File: config.mk
export PLATFORM = sky130hd
export DESIGN_NAME = oad_decoder
export DESIGN_NICKNAME = d
export VERILOG_FILES = /design/src/design/oad_pkg.sv /design/src/design/oad_decoder.sv
export SDC_FILE = /design/constraint.sdc
export NUM_CORES = 1
export LEC_CHECK = 0
export BUFFER_PORTS_ARGS = -buffer_cell sky130_fd_sc_hd__buf_2
export CAP_MARGIN = 20
export CORE_MARGIN = 8
export CORE_UTILIZATION = 47
export CTS_BUF_LIST = sky130_fd_sc_hd__clkbuf_4
export DETAILED_ROUTE_END_ITERATION = 10
export GPL_ROUTABILITY_DRIVEN = 0
export PLACE_DENSITY = 0.76
export SYNTH_ARGS = -nofsm -noshare
export SYNTH_HDL_FRONTEND = slang
export SYNTH_SLANG_ARGS = --single-unit
File: constraint.sdc
create_clock -name ref_clk -period 4.4 [get_ports ref_clk]
set_input_delay 0.66 -clock ref_clk [delete_from_list [all_inputs] [get_ports ref_clk]]
set_output_delay 0.66 -clock ref_clk [all_outputs]
set_load 0.1 [all_outputs]
File: src/design/oad_pkg.sv
// Constants, types and field layouts for the operand address format decoder.
// Assumes a single 50 MHz processor clock shared with fetch and address generation.
// Operation
// RQ1: Mode 01 with zero source field is direct; long segmented uses flagged segment word.
// RQ2: Mode 01 with nonzero source field is indexed; flat form adds one address word.
// RQ3: Short segmented form is one word: clear top bit, segment, 8-bit offset.
// RQ4: Relative address is displacement plus address of the following instruction.
// RQ5: Based needs nonzero base; displacement word; based-indexed word holds index in 11:8.
// RQ6: Immediate data words follow all destination address extension words.
// RQ7: Length comes from format class F1-F9 and the addressing mode row.
// RQ8: Register, indirect and immediate lengths follow the per-class byte table.
// RQ9: Direct, indexed, relative and based lengths follow the per-class byte table.
// RQ10: Word/byte bit set selects word operation, clear selects byte operation.
// RQ11: Mode field is two bits; register, code, number and index fields four bits.
// RQ12: Length and extracted fields are presented when the final extension word is taken.
package oad_pkg;

  localparam int OAD_WORD_W   = 16;
  localparam int OAD_FIELD_W  = 4;
  localparam int OAD_MODE_W   = 2;
  localparam int OAD_LEN_W    = 4;

  // First word fields.
  localparam int OAD_MODE_HI  = 15;
  localparam int OAD_MODE_LO  = 14;
  localparam int OAD_WB_BIT   = 8;
  localparam int OAD_SRC_HI   = 7;
  localparam int OAD_SRC_LO   = 4;
  localparam int OAD_DST_HI   = 3;
  localparam int OAD_DST_LO   = 0;

  // Extension word fields.
  localparam int OAD_SEG_FLAG = 15;
  localparam int OAD_SEG_HI   = 14;
  localparam int OAD_SEG_LO   = 8;
  localparam int OAD_OFS_HI   = 7;
  localparam int OAD_OFS_LO   = 0;
  localparam int OAD_X_HI     = 11;
  localparam int OAD_X_LO     = 8;

  localparam logic [1:0] OAD_MODE_EXT = 2'h1;
  localparam logic [3:0] OAD_REG_NONE = 4'h0;

  // Instruction lengths in bytes.
  localparam logic [3:0] OAD_LEN_0 = 4'h0;
  localparam logic [3:0] OAD_LEN_2 = 4'h2;
  localparam logic [3:0] OAD_LEN_4 = 4'h4;
  localparam logic [3:0] OAD_LEN_6 = 4'h6;
  localparam logic [3:0] OAD_LEN_8 = 4'h8;

  // Format classes F1..F9.
  typedef enum logic [3:0] {
    OAD_F1 = 4'h1, OAD_F2 = 4'h2, OAD_F3 = 4'h3, OAD_F4 = 4'h4, OAD_F5 = 4'h5,
    OAD_F6 = 4'h6, OAD_F7 = 4'h7, OAD_F8 = 4'h8, OAD_F9 = 4'h9
  } oad_fmt_e;

  // Addressing mode row; imm_* kinds only matter for the length table.
  typedef enum logic [2:0] {
    OAD_K_REG_IND = 3'h0,
    OAD_K_IMM_WB  = 3'h1,
    OAD_K_IMM_L   = 3'h2,
    OAD_K_DIRIDX  = 3'h3,
    OAD_K_REL     = 3'h4,
    OAD_K_BASED   = 3'h5,
    OAD_K_BIDX    = 3'h6
  } oad_kind_e;

  typedef enum logic [1:0] {
    OAD_S_IDLE = 2'h0,
    OAD_S_EXT1 = 2'h1,
    OAD_S_EXT2 = 2'h2
  } oad_state_e;

  // Instruction start from fetch.
  typedef struct packed {
    logic [15:0] word;
    logic [15:0] pc;
    oad_fmt_e    fmt;
    oad_kind_e   kind;
    logic        seg_mode;
    logic [7:0]  rel_disp;
  } oad_start_s;

  // Decoded result to address generation.
  typedef struct packed {
    logic        direct;
    logic        indexed;
    logic        relative;
    logic        based;
    logic        based_idx;
    logic        long_seg;
    logic        word_op;
    logic [1:0]  mode;
    logic [3:0]  src_reg;
    logic [3:0]  idx_reg;
    logic [6:0]  segment;
    logic [15:0] offset;
    logic [15:0] operand_addr;
    logic [3:0]  length;
  } oad_result_s;

endpackage : oad_pkg

File: src/design/oad_decoder.sv
// Operand address format decoder: takes the first instruction word plus its
// address extension words and presents extracted fields and the length.
// Assumes fetch supplies one word per valid pulse in instruction order.
module oad_decoder (
  input  wire logic               ref_clk,
  input  wire logic               resetn,
  input  wire logic               start_valid,
  input  oad_pkg::oad_start_s     start_in,
  input  wire logic               ext_valid,
  input  wire logic [15:0]        ext_word,
  output logic                    busy,
  output logic                    result_valid,
  output logic                    format_error,
  output oad_pkg::oad_result_s    result
);
  import oad_pkg::*;

  // ---------------------------------------------------------------------------
  // First word decode
  // ---------------------------------------------------------------------------
  wire logic [1:0] mode_f  = start_in.word[OAD_MODE_HI:OAD_MODE_LO];   // RQ11
  wire logic [3:0] src_f   = start_in.word[OAD_SRC_HI:OAD_SRC_LO];     // RQ11
  wire logic       word_op = start_in.word[OAD_WB_BIT];                // RQ10
  wire logic       is_ext  = (start_in.kind == OAD_K_DIRIDX);
  wire logic       is_dir  = is_ext && (mode_f == OAD_MODE_EXT) && (src_f == OAD_REG_NONE); // RQ1
  wire logic       is_idx  = is_ext && (mode_f == OAD_MODE_EXT) && (src_f != OAD_REG_NONE); // RQ2
  wire logic       is_bas  = (start_in.kind == OAD_K_BASED);
  wire logic       is_bx   = (start_in.kind == OAD_K_BIDX);
  wire logic       is_rel  = (start_in.kind == OAD_K_REL);
  wire logic       bad_base = (is_bas || is_bx) && (src_f == OAD_REG_NONE); // RQ5
  wire logic       need_ext = is_dir || is_idx || is_bas || is_bx;

  logic [3:0] len_sel;

  // Relative target: next instruction address plus signed displacement.
  wire logic [15:0] rel_len  = {12'h000, len_sel};
  wire logic [15:0] rel_disp = {{8{start_in.rel_disp[7]}}, start_in.rel_disp};
  wire logic [15:0] rel_addr = start_in.pc + rel_len + rel_disp;          // RQ4

  // ---------------------------------------------------------------------------
  // Length table
  // ---------------------------------------------------------------------------
  always_comb begin                                                       // RQ7
    len_sel = OAD_LEN_0;
    unique case (start_in.kind)
      OAD_K_REG_IND: begin                                                // RQ8
        if (start_in.fmt inside {OAD_F1, OAD_F2, OAD_F7, OAD_F8}) len_sel = OAD_LEN_2;
        else if (start_in.fmt inside {OAD_F5, OAD_F6}) len_sel = OAD_LEN_4;
      end
      OAD_K_IMM_WB: begin                                                 // RQ8
        if (start_in.fmt inside {OAD_F1, OAD_F2}) len_sel = OAD_LEN_4;
        else if (start_in.fmt inside {OAD_F3, OAD_F9}) len_sel = OAD_LEN_2;
      end
      OAD_K_IMM_L: begin                                                  // RQ8
        if (start_in.fmt inside {OAD_F1, OAD_F2}) len_sel = OAD_LEN_6;
      end
      OAD_K_DIRIDX: begin                                                 // RQ9
        if (start_in.fmt inside {OAD_F1, OAD_F2, OAD_F7}) len_sel = OAD_LEN_4;
        else if (start_in.fmt inside {OAD_F5, OAD_F6}) len_sel = OAD_LEN_6;
      end
      OAD_K_REL: begin                                                    // RQ9
        if (start_in.fmt == OAD_F3) len_sel = OAD_LEN_2;
        else if (start_in.fmt == OAD_F4) len_sel = OAD_LEN_4;
      end
      OAD_K_BASED, OAD_K_BIDX: begin                                      // RQ9
        if (start_in.fmt == OAD_F4) len_sel = OAD_LEN_4;
      end
      default: len_sel = OAD_LEN_0;
    endcase
  end

  // ---------------------------------------------------------------------------
  // Extension word decode
  // ---------------------------------------------------------------------------
  oad_state_e  state_q, state_d;
  oad_result_s res_q, res_d;
  logic        rv_q, err_q;
  logic        rv_d, err_d;

  // Immediate data that follows a direct/indexed destination is left to fetch:
  // the decoder finishes on the last address word so data comes after it.
  logic start_seg_q;                                                      // RQ6

  wire logic       seg_flag  = ext_word[OAD_SEG_FLAG];
  wire logic [6:0] seg_num   = ext_word[OAD_SEG_HI:OAD_SEG_LO];
  wire logic [7:0] ofs_short = ext_word[OAD_OFS_HI:OAD_OFS_LO];
  wire logic       lowz      = (ofs_short == 8'h00);
  wire logic       bx_ok     = (ext_word[15:12] == 4'h0) && lowz;         // RQ5

  always_comb begin
    state_d = state_q;
    res_d   = res_q;
    rv_d    = 1'b0;
    err_d   = 1'b0;
    unique case (state_q)
      OAD_S_IDLE: begin
        if (start_valid) begin
          res_d           = '0;
          res_d.mode      = mode_f;
          res_d.src_reg   = src_f;
          res_d.word_op   = word_op;
          res_d.direct    = is_dir;
          res_d.indexed   = is_idx;
          res_d.relative  = is_rel;
          res_d.based     = is_bas;
          res_d.based_idx = is_bx;
          res_d.length    = len_sel;
          if (is_rel) res_d.operand_addr = rel_addr;                      // RQ4
          if (bad_base || (len_sel == OAD_LEN_0)) begin
            err_d = 1'b1;
          end else if (need_ext) begin
            state_d = OAD_S_EXT1;
          end else begin
            rv_d = 1'b1;                                                  // RQ12
          end
        end
      end
      OAD_S_EXT1: begin
        if (ext_valid) begin
          if ((res_q.direct || res_q.indexed) && start_seg_q) begin
            res_d.segment = seg_num;
            if (seg_flag && lowz) begin                                   // RQ1
              res_d.long_seg = 1'b1;
              res_d.length   = res_q.length + OAD_LEN_2;                  // RQ9
              state_d        = OAD_S_EXT2;
            end else if (!seg_flag) begin                                 // RQ3
              res_d.offset = {8'h00, ofs_short};
              rv_d         = 1'b1;
              state_d      = OAD_S_IDLE;
            end else begin
              err_d   = 1'b1;
              state_d = OAD_S_IDLE;
            end
          end else if (res_q.based_idx) begin
            res_d.idx_reg = ext_word[OAD_X_HI:OAD_X_LO];                  // RQ5
            rv_d          = bx_ok;
            err_d         = !bx_ok;
            state_d       = OAD_S_IDLE;
          end else begin
            res_d.offset = ext_word;                                      // RQ2
            rv_d         = 1'b1;
            state_d      = OAD_S_IDLE;
          end
          if (res_q.indexed) res_d.idx_reg = res_q.src_reg;               // RQ2
        end
      end
      OAD_S_EXT2: begin
        if (ext_valid) begin
          res_d.offset = ext_word;                                        // RQ1
          rv_d         = 1'b1;                                            // RQ12
          state_d      = OAD_S_IDLE;
        end
      end
      default: state_d = OAD_S_IDLE;
    endcase
  end

  always_ff @(posedge ref_clk) begin
    if (!resetn) begin
      state_q     <= OAD_S_IDLE;
      res_q       <= '0;
      rv_q        <= 1'b0;
      err_q       <= 1'b0;
      start_seg_q <= 1'b0;
    end else begin
      state_q <= state_d;
      res_q   <= res_d;
      rv_q    <= rv_d;
      err_q   <= err_d;
      if (start_valid && (state_q == OAD_S_IDLE)) start_seg_q <= start_in.seg_mode;
    end
  end

  always_ff @(posedge ref_clk) begin
    if (!resetn) busy <= 1'b0;
    else busy <= (state_d != OAD_S_IDLE);
  end

  assign result_valid = rv_q;
  assign format_error = err_q;
  assign result       = res_q;

endmodule // oad_decoder

==> results of run 1 <==
tightest hold or removal path: cells and delay by family (launching register included):
family,cells,cell delay [ns]
flip-flops,1,0.32
AO/OA/AOI/OAI,1,0.06
AND/OR/NAND/NOR,1,0.04
registers in the layout, indices dropped and copies added (netlist names):
signal and count:
busy 1, result_valid 1, start_seg_q 1, result 59, format_error 1, state_q 2
worst paths after layout:
| path | end | slack (ns) | from | cells after the start |
|---|---|---|---|---|
| worst max-delay path | result[17] | 0.22 | start_in[11] | 17 |
| worst min-delay path | result[56] | 0.46 | result[56] | 2 |
| worst max register to register | result[1] | 1.73 | state_q[1] | 7 |
| worst min register to register | result[56] | 0.46 | result[56] | 2 |
through the flow:
stage / std cells / total power, W
floorplan: 469 / 0.000908
global placement: 680 / 0.000998
detailed placement: 680 / 0.00101
CTS: 696 / 0.00145
global route: 696 / 0.00152
finish: 696 / 0.00144
metal layers:
metal,global-route usage,vias to the layer above,wire [µm]
met2,0.313,125,5060
met1,0.202,1707,4390
met3,0.0618,19,811
met5,0,-,0
li1,-,1889,-
met4,0.0563,0,150
report_power, final:
group	internal, W	switching (W)	leakage, nW	total [W]
Combinational	0.000133	0.000252	1.55	0.000385
Clock	0.000234	0.000207	0.0878	0.000442
Sequential	0.000601	0.00000806	0.526	0.000609
Total	0.000968	0.000468	2.16	0.00144
cell families after synthesis:
group | after synthesis | share of synthesized area
AND/OR/NAND/NOR | 166 | 0.206
AO/OA/AOI/OAI | 135 | 0.237
flip-flops | 65 | 0.333
buffers and inverters | 40 | 0.0426
adder cells (fa/ha/maj) | 35 | 0.118
XOR/XNOR | 19 | 0.0426
multiplexers | 8 | 0.0205
other | 1 | 0.000959
cell type report:
| type | count | area, µm² |
|---|---|---|
| clock buffer | 10 | 75.1 |
| clock inverter | 6 | 82.6 |
| fill | 741 | 3360 |
| inverter | 15 | 56.3 |
| multi-input combinational | 364 | 2440 |
| sequential | 65 | 1300 |
| tap | 105 | 131 |
| timing repair buffer | 131 | 683 |
placed cells by master (no fill, tap or decap), drive strengths merged, types with 4 or more instances in the layout:
cell and instances:
a22oi 9, a21o 5, a21oi 22, nor2 19, nor2b 20, o21bai 7, mux2i 8, nand3 29
buf 131, nor3 5, xor2 9, dfxtp 65, inv 15, ha 32, o21ai 31, clkbuf 10
o211ai 6, nand2 67, xnor2 10, nand4 4, clkinv 4, a21boi 37
==> impl_metrics.ini, run 1 <==
[timing]
fin_ws_ns = 0.223
period_share = 0.949
timing.fmax_mhz = 239
finalCriticalPeriod_ns = 4.18
hold_viol = 0
rsz0062_at_grt = false
finalClockSkew_ns = 0.0120
whs_ns = 0.460
finalSetupViolations = 0
tightest_slew_ns = 0.988
tns_ns = 0
slew-limit-headroom = 0.340
slew_viol_final = 0

[grt]
antenna_found_initial = 0
overflow = 0
grt_pass1_wl_mm = 17.2
grtUsageTotal = 0.180
grt_max_degree = 56
grt_pass1_vias = 3829

[critical_path]
path_cells = buf_2, or3_1, a211o_1, o32a_1, o211ai_2, inv_1, fa_1, inv_1, ha_1, fa_1, a211oi_1, o21ai_0, a21oi_1, o21bai_1, a21oi_1, xor2_1, o21ai_0
criticalPathCategory = input port to flip-flop
critPathMaxStageDelay_ns = 0.48
arrival_ns = 4.46
cp.required_ns = 4.68
start_kind = input port
cpLargestDelayFamily = compound AO/OA/AOI/OAI gates
critPathMaxFanout = 3
cpMaxStageDelayCell = fa_1
endpoint_kind = flip-flop
path_buf_inv = 3

[outcome]
status = completed

[floorplanning]
die_area_um2 = 11500
io_pins = 131
rows = 33
die_x_um = 107
core_area_um2 = 8130
die_h_um = 107
start_util = 0.481

[cts]
cts_tree = done
cts.clk_slew.worst_paths_ns = 0.11
clock-root-buffer = clkbuf_4
htreeDepth = 3
postCtsHoldBufs = 0
clk_latency_ns = 0.39
post_cts_buffers = 0
cts.path.max_buffers = 2
cts_buffers = 9
cts_resized = 0
clock_sinks = 65

[place]
dpl_cell_area_um2 = 4610
preCtsSetupSlack_ns = -0.169
port_buffers = 120
dp_hpwl_mm = 8.22

[logic_synthesis]
synth_top_area_share = 0.333
ys_top_cells_by_count = nand2_1, dfxtp_1, a21boi_0
async_reset_ff_frac = 0
ys_ff_latch = 65
synth_area_leaders = dfxtp_1, ha_1, a21boi_0
synth_fp_nets = 572
syn_area_um2 = 3910
yosysUniqueCellTypes = 55
syn_area_per_cell_um2 = 8.33
ys_seq_area_frac = 0.333
synth_enable_flop_cells = 0
synth.most_common_cell = nand2_1
yosys_warnings = 0
yosysTopAreaCell = dfxtp_1
synthFlopType = dfxtp_1
synth_cells = 469

[drt]
drt.antenna.violating_nets = 0
wl_per_cell_um = 15.0
firstDrtPassIters = 6
drc = 0
dr.first_iter.drc_count = 158
finalWirelength_mm = 10.4
avgViaCountPerCell = 5.37
vias = 3740

[power]
ir_drop_mv = 0.156
power.density_nw_per_um2 = 301
p_leak_nw = 2.16

[flow_run]
cap_violations = 0

[final_layout]
area_growth_pct = 22.1
final_cell_area_um2 = 4770
utilization = 0.587
diodes = 0
drive_gt1_frac = 0.255
fin_nets = 689

[worst_hold_path]
hold_class = flip-flop to flip-flop
(Power assumes the default switching activity.)
==> inputs of run 2 (changes only) <==
--- a/config.mk
+++ b/config.mk
@@ -10,9 +10,11 @@
 export CORE_MARGIN = 8
 export CORE_UTILIZATION = 47
 export CTS_BUF_LIST = sky130_fd_sc_hd__clkbuf_4
+export CTS_CLUSTER_SIZE = 24
 export DETAILED_ROUTE_END_ITERATION = 10
 export GPL_ROUTABILITY_DRIVEN = 0
 export PLACE_DENSITY = 0.76
+export RECOVER_POWER = 50
 export SYNTH_ARGS = -nofsm -noshare
 export SYNTH_HDL_FRONTEND = slang
 export SYNTH_SLANG_ARGS = --single-unit
==> impl_metrics.ini, run 2 (same netlist as run 1, synthesis figures left out) <==
[final_layout]
largest_reg_flops = 59
area_growth_pct = 20.1
fin_nets = 689
layout_common_cells = nand2_1, dfxtp_1, clkbuf_1
utilization = 0.577
layout_commonest_cell = nand2_1
final_cell_area_um2 = 4690
diodes = 0
drive_gt1_frac = 0.152

[cts]
clk_latency_ns = 0.38
cts.path.max_buffers = 2
cts_buffers = 9
clock_sinks = 65
postCtsHoldBufs = 0
cts_tree = done
clock-root-buffer = clkbuf_4
htreeDepth = 3
cts_resized = 0
cts.clk_slew.worst_paths_ns = 0.11
post_cts_buffers = 0

[power]
p_sw_w = 0.000467
power_frac_seq = 0.425
power.internal_w = 0.000965
fin_total_pwr_w = 0.00143
comb_power_share = 0.266
ir_drop_mv = 0.156
power.density_nw_per_um2 = 305
clock_power_share = 0.309
swShare = 0.326
p_leak_nw = 1.90

[drt]
vias = 3733
dr.first_iter.drc_count = 160
drc = 0
drt.antenna.violating_nets = 0
finalWirelength_mm = 10.4
avgViaCountPerCell = 5.36
firstDrtPassIters = 6
wl_per_cell_um = 15.0

[place]
dp_hpwl_mm = 8.22
port_buffers = 120
dpl_cell_area_um2 = 4610

[timing]
finalSetupViolations = 0
finalCriticalPeriod_ns = 4.18
period_share = 0.949
slew-limit-headroom = 0.189
slew_viol_final = 0
rsz0062_at_grt = false
hold_viol = 0
timing.fmax_mhz = 239
tns_ns = 0
finalClockSkew_ns = 0.0126
whs_ns = 0.464
tightest_slew_ns = 1.22

[floorplanning]
die_h_um = 107
start_util = 0.481
die_area_um2 = 11500
rows = 33
core_area_um2 = 8130
io_pins = 131
die_x_um = 107

[critical_path]
arrival_ns = 4.46
endpoint_kind = flip-flop
cp.required_ns = 4.68
criticalPathCategory = input port to flip-flop
critPathMaxFanout = 3
start_kind = input port

[grt]
grt_max_degree = 56
overflow = 0
grtUsageTotal = 0.180
grt_pass1_wl_mm = 17.2
grt_pass1_vias = 3829
antenna_found_initial = 0

[worst_hold_path]
hold_class = flip-flop to flip-flop

[outcome]
status = completed

[flow_run]
cap_violations = 0
## run 2: cell count changes in the layout (fill, tap and decap cells not counted)
cell | previous run | this run
buf_2 | 120 | 59
o21ai_0 | 30 | 31
clkbuf_1 | 0 | 61
o21ai_1 | 1 | 0
## run 2: power groups by stage
stage          combinational [W]  sequential, W  clock, W
3_3_place_gp            0.000376       0.000622         0
5_1_grt                 0.000420       0.000611  0.000489
2_1_floorplan           0.000202       0.000706         0
4_1_cts                 0.000385       0.000609  0.000455
6_report                0.000381       0.000609  0.000442
3_5_place_dp            0.000383       0.000622         0
## run 2: layer usage
metal | track usage | part of all wire | up-vias
met5 | 0 | 0 | -
li1 | - | - | 1892
met2 | 0.313 | 0.49 | 130
met1 | 0.202 | 0.42 | 1696
met3 | 0.0618 | 0.080 | 15
met4 | 0.0563 | 0.012 | 0
## run 2: final cells by class
cell class | instances | area, µm²
clock inverter | 6 | 82.6
timing repair buffer | 131 | 607
multi-input combinational | 364 | 2440
fill | 780 | 3440
sequential | 65 | 1300
clock buffer | 10 | 75.1
tap | 105 | 131
inverter | 15 | 56.3
## run 2: critical path, stage by stage
cell and delay [ns]:
buf_2 0.10, or3_1 0.37, a211o_1 0.29, o32a_1 0.33, o211ai_2 0.08, inv_1 0.10
fa_1 0.48, inv_1 0.04, ha_1 0.23, fa_1 0.39, a211oi_1 0.34, o21ai_0 0.17
a21oi_1 0.27, o21bai_1 0.15, a21oi_1 0.22, xor2_1 0.15, o21ai_0 0.08
## run 2: final timing paths
| check | endpoint | cells past startpoint | from | slack [ns] |
|---|---|---|---|---|
| worst max-delay path | result[17] | 17 | start_in[11] | 0.22 |
| worst min-delay path | result[56] | 2 | result[56] | 0.46 |
| worst max register to register | result[42] | 7 | state_q[1] | 1.71 |
| worst min register to register | result[56] | 2 | result[56] | 0.46 |
## run 2: stage by stage
| stage | setup WS, ns | std cells |
|---|---|---|
| floorplan | 0.241 | 469 |
| global placement | 0.000471 | 680 |
| detailed placement | -0.169 | 680 |
| CTS | 0.256 | 696 |
| global route | 0.0207 | 696 |
| finish | 0.224 | 696 |
